## config.mk

```make
export PLATFORM = sky130hd
export DESIGN_NAME = snb_bus_front
export DESIGN_NICKNAME = d
export VERILOG_FILES = /design/src/core/snb_pkg.sv /design/src/core/snb_stream_if.sv /design/src/core/snb_bus_front.sv /design/src/core/snb_fifo2.sv
export VERILOG_INCLUDE_DIRS = /design/src /design/src/core
export SDC_FILE = /design/constraint.sdc
export NUM_CORES = 1
export LEC_CHECK = 0
export BUFFER_PORTS_ARGS = -buffer_cell sky130_fd_sc_hd__buf_2
export CORE_ASPECT_RATIO = 1.4
export CORE_UTILIZATION = 54
export DETAILED_ROUTE_END_ITERATION = 10
export HOLD_SLACK_MARGIN = 0.02
export PLACE_DENSITY_LB_ADDON = 0.05
export SLEW_MARGIN = 40
export SYNTH_ARGS = -nofsm -noshare
export SYNTH_HDL_FRONTEND = slang
export SYNTH_SLANG_ARGS = --single-unit
```

## constraint.sdc

```tcl
create_clock -name mclk -period 2.4 [get_ports mclk]
set_clock_uncertainty 0.2 [all_clocks]
set_input_delay 0.12 -clock mclk [delete_from_list [all_inputs] [get_ports mclk]]
set_output_delay 0.12 -clock mclk [all_outputs]
set_load 0.005 [all_outputs]
```

## src/core/snb_cfg.svh

```systemverilog
// constants for the serial nand bus front end
`ifndef SNB_CFG_SVH
`define SNB_CFG_SVH
`define SNB_BYTE_W     8
`define SNB_LN_X1      2'h0
`define SNB_LN_X2      2'h1
`define SNB_LN_X4      2'h2
`define SNB_COL_LAST   12'h87F
`define SNB_PLANE_BIT  6
`define SNB_ROW_W      17
`define SNB_BP_RST     4'h0
`define SNB_TB_RST     1'b0
`define SNB_SYNC_RST   6'h3E
`define SNB_TX_FILL    8'hFF
`endif

```

## src/core/snb_pkg.sv

```systemverilog
// types shared by the serial nand bus front end
`include "snb_cfg.svh"
package snb_pkg;
  typedef enum logic [1:0] {HS_RUN, HS_ENTER, HS_HELD, HS_EXIT} snb_hold_e;
  typedef struct packed
  {
    logic                   first;
    logic [`SNB_BYTE_W-1:0] data;
  } snb_word_s;
endpackage

```

## src/core/snb_stream_if.sv

```systemverilog
// valid/ready word carrier between the front end and its buffer
interface snb_stream_if #(parameter int W = 9);
  logic         valid;
  logic         ready;
  logic [W-1:0] data;
  modport src (output valid, output data, input ready);
  modport snk (input valid, input data, output ready);
endinterface

```

## src/core/snb_bus_front.sv

```systemverilog
// pin-level serial bus front end of the serial nand device
// Overview of operation
// - write-protect low with lock write disable set blocks protect bit updates
// - deselected: write-protect pin is only an input, never driven
// - pause function off by default; hold pin ignored unless enabled
// - paused: serial output high impedance, clock and serial input ignored
// - pause starts at hold fall if clock low, else next clock fall
// - pause ends at hold rise if clock low, else after next clock fall
// - sample inputs on rising clock, change outputs after falling clock
// - deselected: all four lines are inputs, none driven
// - column address 12 bits; only 0 to 2175 valid
// - row address bit 6 selects the plane
// - clock mode 0 or 3; idle level tells which
// - standard protocol: one line in on serial input, one out
// - extended: command and address on serial input, data on two or four
// - chip select high deselects and floats serial output
module snb_bus_front
  import snb_pkg::*;
(
  input  wire logic                 mclk,
  input  wire logic                 srst,
  input  wire logic                 sck,
  input  wire logic                 cs_n,
  input  wire logic [3:0]           io_in,
  output logic      [3:0]           io_out,
  output logic      [3:0]           io_oe_n,
  input  wire logic                 hold_en,
  input  wire logic [1:0]           rx_lanes,
  input  wire logic                 tx_active,
  input  wire logic [1:0]           tx_lanes,
  input  wire logic [7:0]           tx_data,
  input  wire logic                 tx_valid,
  output logic                      tx_ready,
  output logic [7:0]                rx_data,
  output logic                      rx_first,
  output logic                      rx_valid,
  input  wire logic                 rx_ready,
  output logic                      rx_overrun,
  output logic                      selected,
  output logic                      held,
  output logic                      mode3,
  input  wire logic                 lock_reg_write_disable,
  input  wire logic                 bp_wr,
  input  wire logic [3:0]           bp_wr_data,
  input  wire logic                 tb_wr_data,
  output logic [3:0]                block_protect_bits,
  output logic                      top_bottom_select,
  output logic                      bp_wr_refused,
  output logic                      wp_n_level,
  input  wire logic [11:0]          col_addr,
  input  wire logic [`SNB_ROW_W-1:0] row_addr,
  output logic                      col_in_bounds,
  output logic                      plane_select
);
  logic [5:0] s1_q;
  logic [5:0] s2_q;
  logic       sck_p_q;
  logic       sel_p_q;
  logic       hold_p_q;
  snb_hold_e  hs_q;
  logic       sck_s;
  logic       sel;
  logic       hold_s;
  logic       sck_rise;
  logic       sck_fall;
  logic       sel_rise;
  logic       quad_tx;
  logic       hold_on;
  logic       paused;
  logic       live;
  logic [7:0] rx_sh_q;
  logic [3:0] rx_cnt_q;
  logic       rx_first_q;
  logic       push_q;
  snb_word_s  word_q;
  logic [7:0] tx_sh_q;
  logic [3:0] tx_cnt_q;
  logic [3:0] io_out_q;
  logic [3:0] oe_n_q;
  logic [3:0] bp_q;
  logic       tb_q;
  logic       refused_q;
  logic       wp_n_q;
  logic       mode3_q;
  logic       overrun_q;
  logic       col_ok_q;
  logic       plane_q;
  logic [7:0] tx_byte;
  logic       tx_step;

  snb_stream_if #(.W(9)) rx_in_if ();
  snb_stream_if #(.W(9)) rx_out_if ();

  function automatic logic [3:0] lane_bits(input logic [1:0] ln);
    case (ln)
      `SNB_LN_X2: lane_bits = 4'h2;
      `SNB_LN_X4: lane_bits = 4'h4;
      default:    lane_bits = 4'h1;
    endcase
  endfunction

  function automatic logic [7:0] shift_in(input logic [7:0] sh,
                                          input logic [3:0] io,
                                          input logic [1:0] ln);
    case (ln)
      `SNB_LN_X2: shift_in = {sh[5:0], io[1:0]};
      `SNB_LN_X4: shift_in = {sh[3:0], io};
      default:    shift_in = {sh[6:0], io[0]};
    endcase
  endfunction

  // unused lanes idle high; their enables are off anyway
  function automatic logic [3:0] lanes_out(input logic [7:0] b,
                                           input logic [1:0] ln);
    case (ln)
      `SNB_LN_X2: lanes_out = {2'h3, b[7], b[6]};
      `SNB_LN_X4: lanes_out = b[7:4];
      default:    lanes_out = {2'h3, b[7], 1'b1};
    endcase
  endfunction

  // every pin, the link clock included, passes two flops first
  always_ff @(posedge mclk)
  begin
    if (srst)
    begin
      s1_q <= `SNB_SYNC_RST;
      s2_q <= `SNB_SYNC_RST;
    end
    else
    begin
      s1_q <= {io_in, cs_n, sck};
      s2_q <= s1_q;
    end
  end

  assign sck_s    = s2_q[0];
  assign sel      = ~s2_q[1];
  assign hold_s   = s2_q[5];
  assign sck_rise = sck_s & ~sck_p_q;
  assign sck_fall = ~sck_s & sck_p_q;
  assign sel_rise = sel & ~sel_p_q;
  assign quad_tx  = sel & tx_active & (tx_lanes == `SNB_LN_X4);
  // line 3 carries data in quad reads, so hold cannot act then
  assign hold_on  = hold_en & ~quad_tx;

  always_ff @(posedge mclk)
  begin
    if (srst)
    begin
      sck_p_q  <= 1'b0;
      sel_p_q  <= 1'b0;
      hold_p_q <= 1'b1;
    end
    else
    begin
      sck_p_q  <= sck_s;
      sel_p_q  <= sel;
      hold_p_q <= hold_s;
    end
  end

  // clock level at select tells the mode
  always_ff @(posedge mclk)
  begin
    if (srst)
      mode3_q <= 1'b0;
    else if (sel_rise)
      mode3_q <= sck_s;
  end

  always_ff @(posedge mclk)
  begin
    if (srst || !sel || !hold_on)
      hs_q <= HS_RUN;
    else
    begin
      case (hs_q)
        HS_RUN:
          if (!hold_s && hold_p_q)
            hs_q <= sck_s ? HS_ENTER : HS_HELD;
        HS_ENTER:
          if (hold_s)
            hs_q <= HS_RUN;
          else if (sck_fall)
            hs_q <= HS_HELD;
        HS_HELD:
          if (hold_s && !hold_p_q)
            hs_q <= sck_s ? HS_EXIT : HS_RUN;
        HS_EXIT:
          if (!hold_s)
            hs_q <= HS_HELD;
          else if (sck_fall)
            hs_q <= HS_RUN;
        default:
          hs_q <= HS_RUN;
      endcase
    end
  end

  // the clock fall that enters or leaves a pause is swallowed
  assign paused = (hs_q == HS_HELD) || (hs_q == HS_EXIT) ||
                  ((hs_q == HS_ENTER) && sck_fall);
  assign live   = sel & ~paused;

  always_ff @(posedge mclk)
  begin
    if (srst || !sel)
    begin
      rx_sh_q    <= 8'h00;
      rx_cnt_q   <= 4'h0;
      rx_first_q <= 1'b1;
      push_q     <= 1'b0;
      word_q     <= '0;
    end
    else
    begin
      push_q <= 1'b0;
      if (live && sck_rise && !tx_active)
      begin
        rx_sh_q <= shift_in(rx_sh_q, s2_q[5:2], rx_lanes);
        if (rx_cnt_q + lane_bits(rx_lanes) >= 4'h8)
        begin
          rx_cnt_q   <= 4'h0;
          rx_first_q <= 1'b0;
          push_q     <= 1'b1;
          word_q     <= '{first: rx_first_q,
                          data: shift_in(rx_sh_q, s2_q[5:2], rx_lanes)};
        end
        else
          rx_cnt_q <= rx_cnt_q + lane_bits(rx_lanes);
      end
    end
  end

  // the host cannot be stalled; a word met by a full buffer is dropped
  always_ff @(posedge mclk)
  begin
    if (srst)
      overrun_q <= 1'b0;
    else if (push_q && !rx_in_if.ready)
      overrun_q <= 1'b1;
    else if (sel_rise)
      overrun_q <= 1'b0;
  end

  assign rx_in_if.valid = push_q;
  assign rx_in_if.data  = word_q;

  snb_fifo2 #(.W(9), .DEPTH(2)) u_rx_buf
  (
    .mclk (mclk),
    .srst (srst),
    .wr   (rx_in_if.snk),
    .rd   (rx_out_if.src)
  );

  assign rx_valid        = rx_out_if.valid;
  assign rx_first        = rx_out_if.data[8];
  assign rx_data         = rx_out_if.data[7:0];
  assign rx_out_if.ready = rx_ready;

  assign tx_step  = live & sck_fall & tx_active;
  assign tx_ready = tx_step & (tx_cnt_q == 4'h0);
  assign tx_byte  = tx_valid ? tx_data : `SNB_TX_FILL;

  always_ff @(posedge mclk)
  begin
    if (srst || !sel || !tx_active)
    begin
      tx_sh_q  <= 8'h00;
      tx_cnt_q <= 4'h0;
      io_out_q <= 4'hF;
    end
    else if (tx_step)
    begin
      if (tx_cnt_q == 4'h0)
      begin
        io_out_q <= lanes_out(tx_byte, tx_lanes);
        tx_sh_q  <= tx_byte << lane_bits(tx_lanes);
        tx_cnt_q <= 4'h8 - lane_bits(tx_lanes);
      end
      else
      begin
        io_out_q <= lanes_out(tx_sh_q, tx_lanes);
        tx_sh_q  <= tx_sh_q << lane_bits(tx_lanes);
        tx_cnt_q <= tx_cnt_q - lane_bits(tx_lanes);
      end
    end
  end

  // enables low only while selected, reading and not paused
  always_ff @(posedge mclk)
  begin
    if (srst)
      oe_n_q <= 4'hF;
    else
    begin
      oe_n_q[1] <= ~(live & tx_active);
      oe_n_q[0] <= ~(live & tx_active &
                     (tx_lanes != `SNB_LN_X1));
      oe_n_q[2] <= ~(live & quad_tx);
      oe_n_q[3] <= ~(live & quad_tx);
    end
  end

  always_ff @(posedge mclk)
  begin
    if (srst)
      wp_n_q <= 1'b1;
    else if (!quad_tx)
      wp_n_q <= s2_q[4];
  end

  always_ff @(posedge mclk)
  begin
    if (srst)
    begin
      bp_q      <= `SNB_BP_RST;
      tb_q      <= `SNB_TB_RST;
      refused_q <= 1'b0;
    end
    else
    begin
      refused_q <= bp_wr & ~wp_n_q & lock_reg_write_disable;
      if (bp_wr && !(!wp_n_q && lock_reg_write_disable))
      begin
        bp_q <= bp_wr_data;
        tb_q <= tb_wr_data;
      end
    end
  end

  always_ff @(posedge mclk)
  begin
    if (srst)
    begin
      col_ok_q <= 1'b1;
      plane_q  <= 1'b0;
    end
    else
    begin
      col_ok_q <= (col_addr <= `SNB_COL_LAST);
      plane_q  <= row_addr[`SNB_PLANE_BIT];
    end
  end

  assign io_out             = io_out_q;
  assign io_oe_n            = oe_n_q;
  assign rx_overrun         = overrun_q;
  assign selected           = sel;
  assign held               = (hs_q == HS_HELD) || (hs_q == HS_EXIT);
  assign mode3              = mode3_q;
  assign block_protect_bits = bp_q;
  assign top_bottom_select  = tb_q;
  assign bp_wr_refused      = refused_q;
  assign wp_n_level         = wp_n_q;
  assign col_in_bounds      = col_ok_q;
  assign plane_select       = plane_q;
endmodule

```

## src/core/snb_fifo2.sv

```systemverilog
// small ring buffer with valid/ready on both sides
module snb_fifo2
  import snb_pkg::*;
#(
  parameter int W     = 9,
  parameter int DEPTH = 2
)
(
  input wire logic mclk,
  input wire logic srst,
  snb_stream_if.snk wr,
  snb_stream_if.src rd
);
  localparam int AW = (DEPTH > 1) ? $clog2(DEPTH) : 1;

  logic [W-1:0]  mem_q [DEPTH];
  logic [AW-1:0] wp_q;
  logic [AW-1:0] rp_q;
  logic [AW:0]   cnt_q;
  logic          push;
  logic          pop;

  function automatic logic [AW-1:0] bump(input logic [AW-1:0] p);
    bump = (p == AW'(DEPTH - 1)) ? '0 : p + 1'b1;
  endfunction

  assign wr.ready = (cnt_q != (AW+1)'(DEPTH));
  assign rd.valid = (cnt_q != '0);
  assign rd.data  = mem_q[rp_q];
  assign push     = wr.valid & wr.ready;
  assign pop      = rd.valid & rd.ready;

  always_ff @(posedge mclk)
  begin
    if (push)
      mem_q[wp_q] <= wr.data;
  end

  always_ff @(posedge mclk)
  begin
    if (srst)
    begin
      wp_q  <= '0;
      rp_q  <= '0;
      cnt_q <= '0;
    end
    else
    begin
      if (push)
        wp_q <= bump(wp_q);
      if (pop)
        rp_q <= bump(rp_q);
      case ({push, pop})
        2'b10:   cnt_q <= cnt_q + 1'b1;
        2'b01:   cnt_q <= cnt_q - 1'b1;
        default: cnt_q <= cnt_q;
      endcase
    end
  end
endmodule

```

==> impl_metrics.env <==
export IMPL_r2r_worst_path_cells=6
export IMPL_seq_area_frac_synth_pct=48.6
export IMPL_finalSetupViolations=0
export IMPL_finish_instance_area_um2=5040
export IMPL_ys_ff_latch=92
export IMPL_timing_final_max_slew_violations=0
export IMPL_critPathBufInv=1
export IMPL_synthCells=429
export IMPL_switching_power_mw=0.644
export IMPL_io_buffer_count=68
export IMPL_floorplan_initialDensity_pct=56.2
export IMPL_io_pins=92
export IMPL_cts_tree="built"
export IMPL_grt_start_max_net_pins=33
export IMPL_syn2layout_area_growth_pct=21.2
export IMPL_finalWirelength_um=8560
export IMPL_routed_wire_length_per_instance_um=13.7
export IMPL_worst_endpoint_arrival_ns=2.21
export IMPL_placementRows=37
export IMPL_die_x_um=76.2
export IMPL_instances_no_fill=623
export IMPL_synth_distinct_cells=55
export IMPL_drt_first_pass_iters=4
export IMPL_placeableCoreArea_um2=7410
export IMPL_routabilityCongestion=0.923
export IMPL_cts_setup_buffers=0
export IMPL_met3_usage_pct=4.33
export IMPL_hold_start="srst"
export IMPL_max_slew_margin_pct=56.6
export IMPL_clock_sinks=92
export IMPL_postRouteAntennaNets=0
export IMPL_report_final_hold_viol_count=0
export IMPL_dr_total_vias=3341
export IMPL_r2r_setup_slack_ns=0.24
export IMPL_p_seq_share_pct=55.9
export IMPL_power_report_internal_total_mw=2.21
export IMPL_hold_path_endpoint="tx_sh_q[0]"
export IMPL_share_of_post_route_cells_with_drive_strength_above_1_pct=26.4
export IMPL_cp_start_kind="flip-flop"
export IMPL_synth_area_per_cell_um2=9.70
export IMPL_drc_errors=0
export IMPL_worst_ir_drop_vdd_mv=0.435
export IMPL_setup_tns_ns=0
export IMPL_number_of_antenna_violations_at_the_first_check_in_global_routing=0
export IMPL_power_total_mw=2.86
export IMPL_grt_ovfl_total=0
export IMPL_synth_cell_area_um2=4160
export IMPL_post_cts_resize_count=0
export IMPL_synth_flop_cell="sky130_fd_sc_hd__dfxtp_1"
export IMPL_power_density_nw_per_um2=567
export IMPL_nNetsFinal=597
export IMPL_timing_rr_start="tx_cnt_q[1]"
export IMPL_combinational_fraction_of_design_power_pct=8.7
export IMPL_worstHoldPathCells=3
export IMPL_critical_path_most_common_cell="sky130_fd_sc_hd__mux2_2"
export IMPL_gr_usage_met1_pct=23.6
export IMPL_total_routing_usage_gr_pct=22.7
export IMPL_clock_root_buffer="sky130_fd_sc_hd__clkbuf_8"
export IMPL_post_dp_hpwl_um=6300
export IMPL_numCtsBuffers=9
export IMPL_crit_start="tx_cnt_q[1]"
export IMPL_required_ns=2.45
export IMPL_initialDrtViolationCount=91
export IMPL_slowest_delay_ns=0.41
export IMPL_clk_pin_slew_worst_paths_ns=0.08
export IMPL_worst_r2r_endpoint="tx_sh_q[7]"
export IMPL_cts_buffer_depth=2
export IMPL_crit_path_cell_trace="nor4_2, buf_4, mux2_2, mux2_2, o22ai_1, o21ai_1"
export IMPL_place_inst=588
export IMPL_hold_class="primary input to flip-flop"
export IMPL_timing_setup_critical_path_class="flip-flop to flip-flop"
export IMPL_rsz_0062_raised_after_global_routing="false"
export IMPL_detailed_route_vias_per_instance=5.36
export IMPL_place_area_um2=4660
export IMPL_power_frac_clock_pct=35.4
export IMPL_cts_htree_levels=3
export IMPL_post_synthesis_net_count=505
export IMPL_clk_latency_ns=0.35
export IMPL_first_global_vias=3240
export IMPL_global_route_wire_length_before_repair_um=14500
export IMPL_cap_viol_max_count=0
export IMPL_layout_min_cycle_time_ns=2.16
export IMPL_swShare_pct=22.5
export IMPL_top_usage_layer="met2"
export IMPL_critical_path_peak_fanout=13
export IMPL_ys_warn_count=0
export IMPL_power_static_leakage_nw=2.00
export IMPL_critPathSlowestCell="sky130_fd_sc_hd__mux2_2"
export IMPL_die_y_extent_um=106
export IMPL_die_area_um2=8070
export IMPL_met2_usage_pct=43.9
export IMPL_fin_crit_sh_pct=89.9
export IMPL_async_flop_share_pct=0
export IMPL_timing_critical_path_max_delay_family="multiplexers"
export IMPL_synth_enable_flop_cells=18
export IMPL_setup_worst_path_end_class="flip-flop"
export IMPL_run_status="completed"
export IMPL_antenna_diode_count=0
export IMPL_worst_pin_slew_ns=0.647
export IMPL_max_freq_ghz=0.463
==> per-layer routing <==
metal	vias to the layer above	routed length, um
met4	0	159
met1	1563	3450
met5	-	0
met3	16	242
li1	1700	-
met2	62	4710
==> cell usage after synthesis, types with 4 or more instances <==
cell / instances / area share, %
sky130_fd_sc_hd__a211oi_1: 7 / 1.3
sky130_fd_sc_hd__nor3_1: 5 / 0.60
sky130_fd_sc_hd__nand2b_1: 12 / 1.8
sky130_fd_sc_hd__nand2_1: 35 / 3.2
sky130_fd_sc_hd__o21ai_0: 23 / 2.8
sky130_fd_sc_hd__mux2_2: 14 / 3.8
sky130_fd_sc_hd__a21oi_1: 30 / 3.6
sky130_fd_sc_hd__a22oi_1: 7 / 1.3
sky130_fd_sc_hd__clkbuf_1: 21 / 1.9
sky130_fd_sc_hd__edfxtp_1: 18 / 13
sky130_fd_sc_hd__nand3_1: 15 / 1.8
sky130_fd_sc_hd__dfxtp_1: 74 / 36
sky130_fd_sc_hd__nor2b_1: 9 / 1.4
sky130_fd_sc_hd__mux2i_1: 8 / 1.9
sky130_fd_sc_hd__xnor2_1: 5 / 1.1
sky130_fd_sc_hd__nor2_1: 34 / 3.1
sky130_fd_sc_hd__xor2_1: 4 / 0.84
sky130_fd_sc_hd__ha_1: 14 / 4.2
sky130_fd_sc_hd__or2_2: 12 / 1.8
sky130_fd_sc_hd__inv_1: 20 / 1.8
==> cell usage in the layout, fill, tap and decap left out, types with 7 or more instances in the layout <==
cell	n
sky130_fd_sc_hd__dfxtp_1	74
sky130_fd_sc_hd__nand3_1	15
sky130_fd_sc_hd__mux2i_1	8
sky130_fd_sc_hd__nor2b_1	9
sky130_fd_sc_hd__edfxtp_1	18
sky130_fd_sc_hd__a21oi_1	30
sky130_fd_sc_hd__or2_2	12
sky130_fd_sc_hd__ha_1	14
sky130_fd_sc_hd__buf_2	68
sky130_fd_sc_hd__inv_1	20
sky130_fd_sc_hd__dlygate4sd3_1	19
sky130_fd_sc_hd__o21ai_0	23
sky130_fd_sc_hd__nand2b_1	12
sky130_fd_sc_hd__nor2_1	34
sky130_fd_sc_hd__a211oi_1	7
sky130_fd_sc_hd__a22oi_1	7
sky130_fd_sc_hd__buf_4	21
sky130_fd_sc_hd__nand2_1	35
sky130_fd_sc_hd__clkbuf_8	10
sky130_fd_sc_hd__mux2_2	14
==> kinds of logic (layout without fill, tap and decap cells) <==
| group | count (synthesis) | count (layout) | share of synthesized area (%) |
|---|---|---|---|
| xor gates and xnor gates | 9 | 9 | 1.89 |
| DFF | 92 | 92 | 48.6 |
| AOI/OAI and AO/OA | 94 | 94 | 14.1 |
| muxes | 25 | 25 | 7.43 |
| adders and majority gates | 16 | 16 | 5.17 |
| and+or+nand+nor | 146 | 146 | 18.1 |
| buffers and inverters | 47 | 144 | 4.69 |
==> layout make-up <==
| type | instances | area (um2) |
|---|---|---|
| flip-flops and latches | 92 | 2020 |
| clock inverters | 5 | 51.3 |
| multi-input cells | 290 | 1940 |
| clock buffers | 11 | 141 |
| inverters | 20 | 75.1 |
| fillers | 605 | 2360 |
| repair buffers | 108 | 688 |
| well taps | 97 | 121 |
==> power by group through the flow <==
stage | Clock (mW) | Sequential, mW | Combinational, mW
final | 1.01 | 1.60 | 0.249
after global placement | 0 | 1.63 | 0.220
after CTS | 1.04 | 1.60 | 0.248
after floorplan | 0 | 1.63 | 0.138
after global routing | 1.10 | 1.60 | 0.275
after detailed placement | 0 | 1.63 | 0.226
==> what timing repair did <==
action | 4_1_cts | 5_1_grt
hold buffers | 19 | 0
setup endpoints to repair | 0 | 0
endpoints found under the hold margin | 18 | 0
==> worst register-to-register path: cells and delay by family (launching register included) <==
kind                   cells  cell delay (ns)
multiplexers               2             0.70
AO/OA/AOI/OAI              2             0.29
buffers and inverters      1             0.24
AND/OR/NAND/NOR            1             0.25
flip-flops                 1             0.37
==> through the flow <==
step / hold slack [ns] / worst slack [ns] / util [%]
finish: 0.0367 / 0.241 / 68.1
global route: 0.0295 / 0.0927 / 68.1
floorplan: 0.00372 / 0.279 / -
detailed placement: 0.104 / 0.161 / 62.9
global placement: 0.102 / 0.205 / 62.9
CTS: 0.0292 / 0.231 / 68.1
==> worst max path at each step <==
stage	cells past startpoint	endpoint	slack (ns)
6_report	6	tx_sh_q[7]	0.24
5_1_grt	6	tx_sh_q[7]	0.09
4_1_cts	6	tx_sh_q[7]	0.23
3_5_place_dp	10	tx_cnt_q[3]	0.16
3_3_place_gp	9	rx_in_if.data[1]	0.21
2_1_floorplan	9	tx_cnt_q[2]	0.28
==> state kept, by name, indices dropped and copies added (netlist names), 6 cells and up, named ones only <==
name and count:
s1_q 6, tx_sh_q 8, rx_in_if.data 9, u_rx_buf.mem_q 18, rx_sh_q 7, s2_q 6
(Power assumes the default switching activity.)
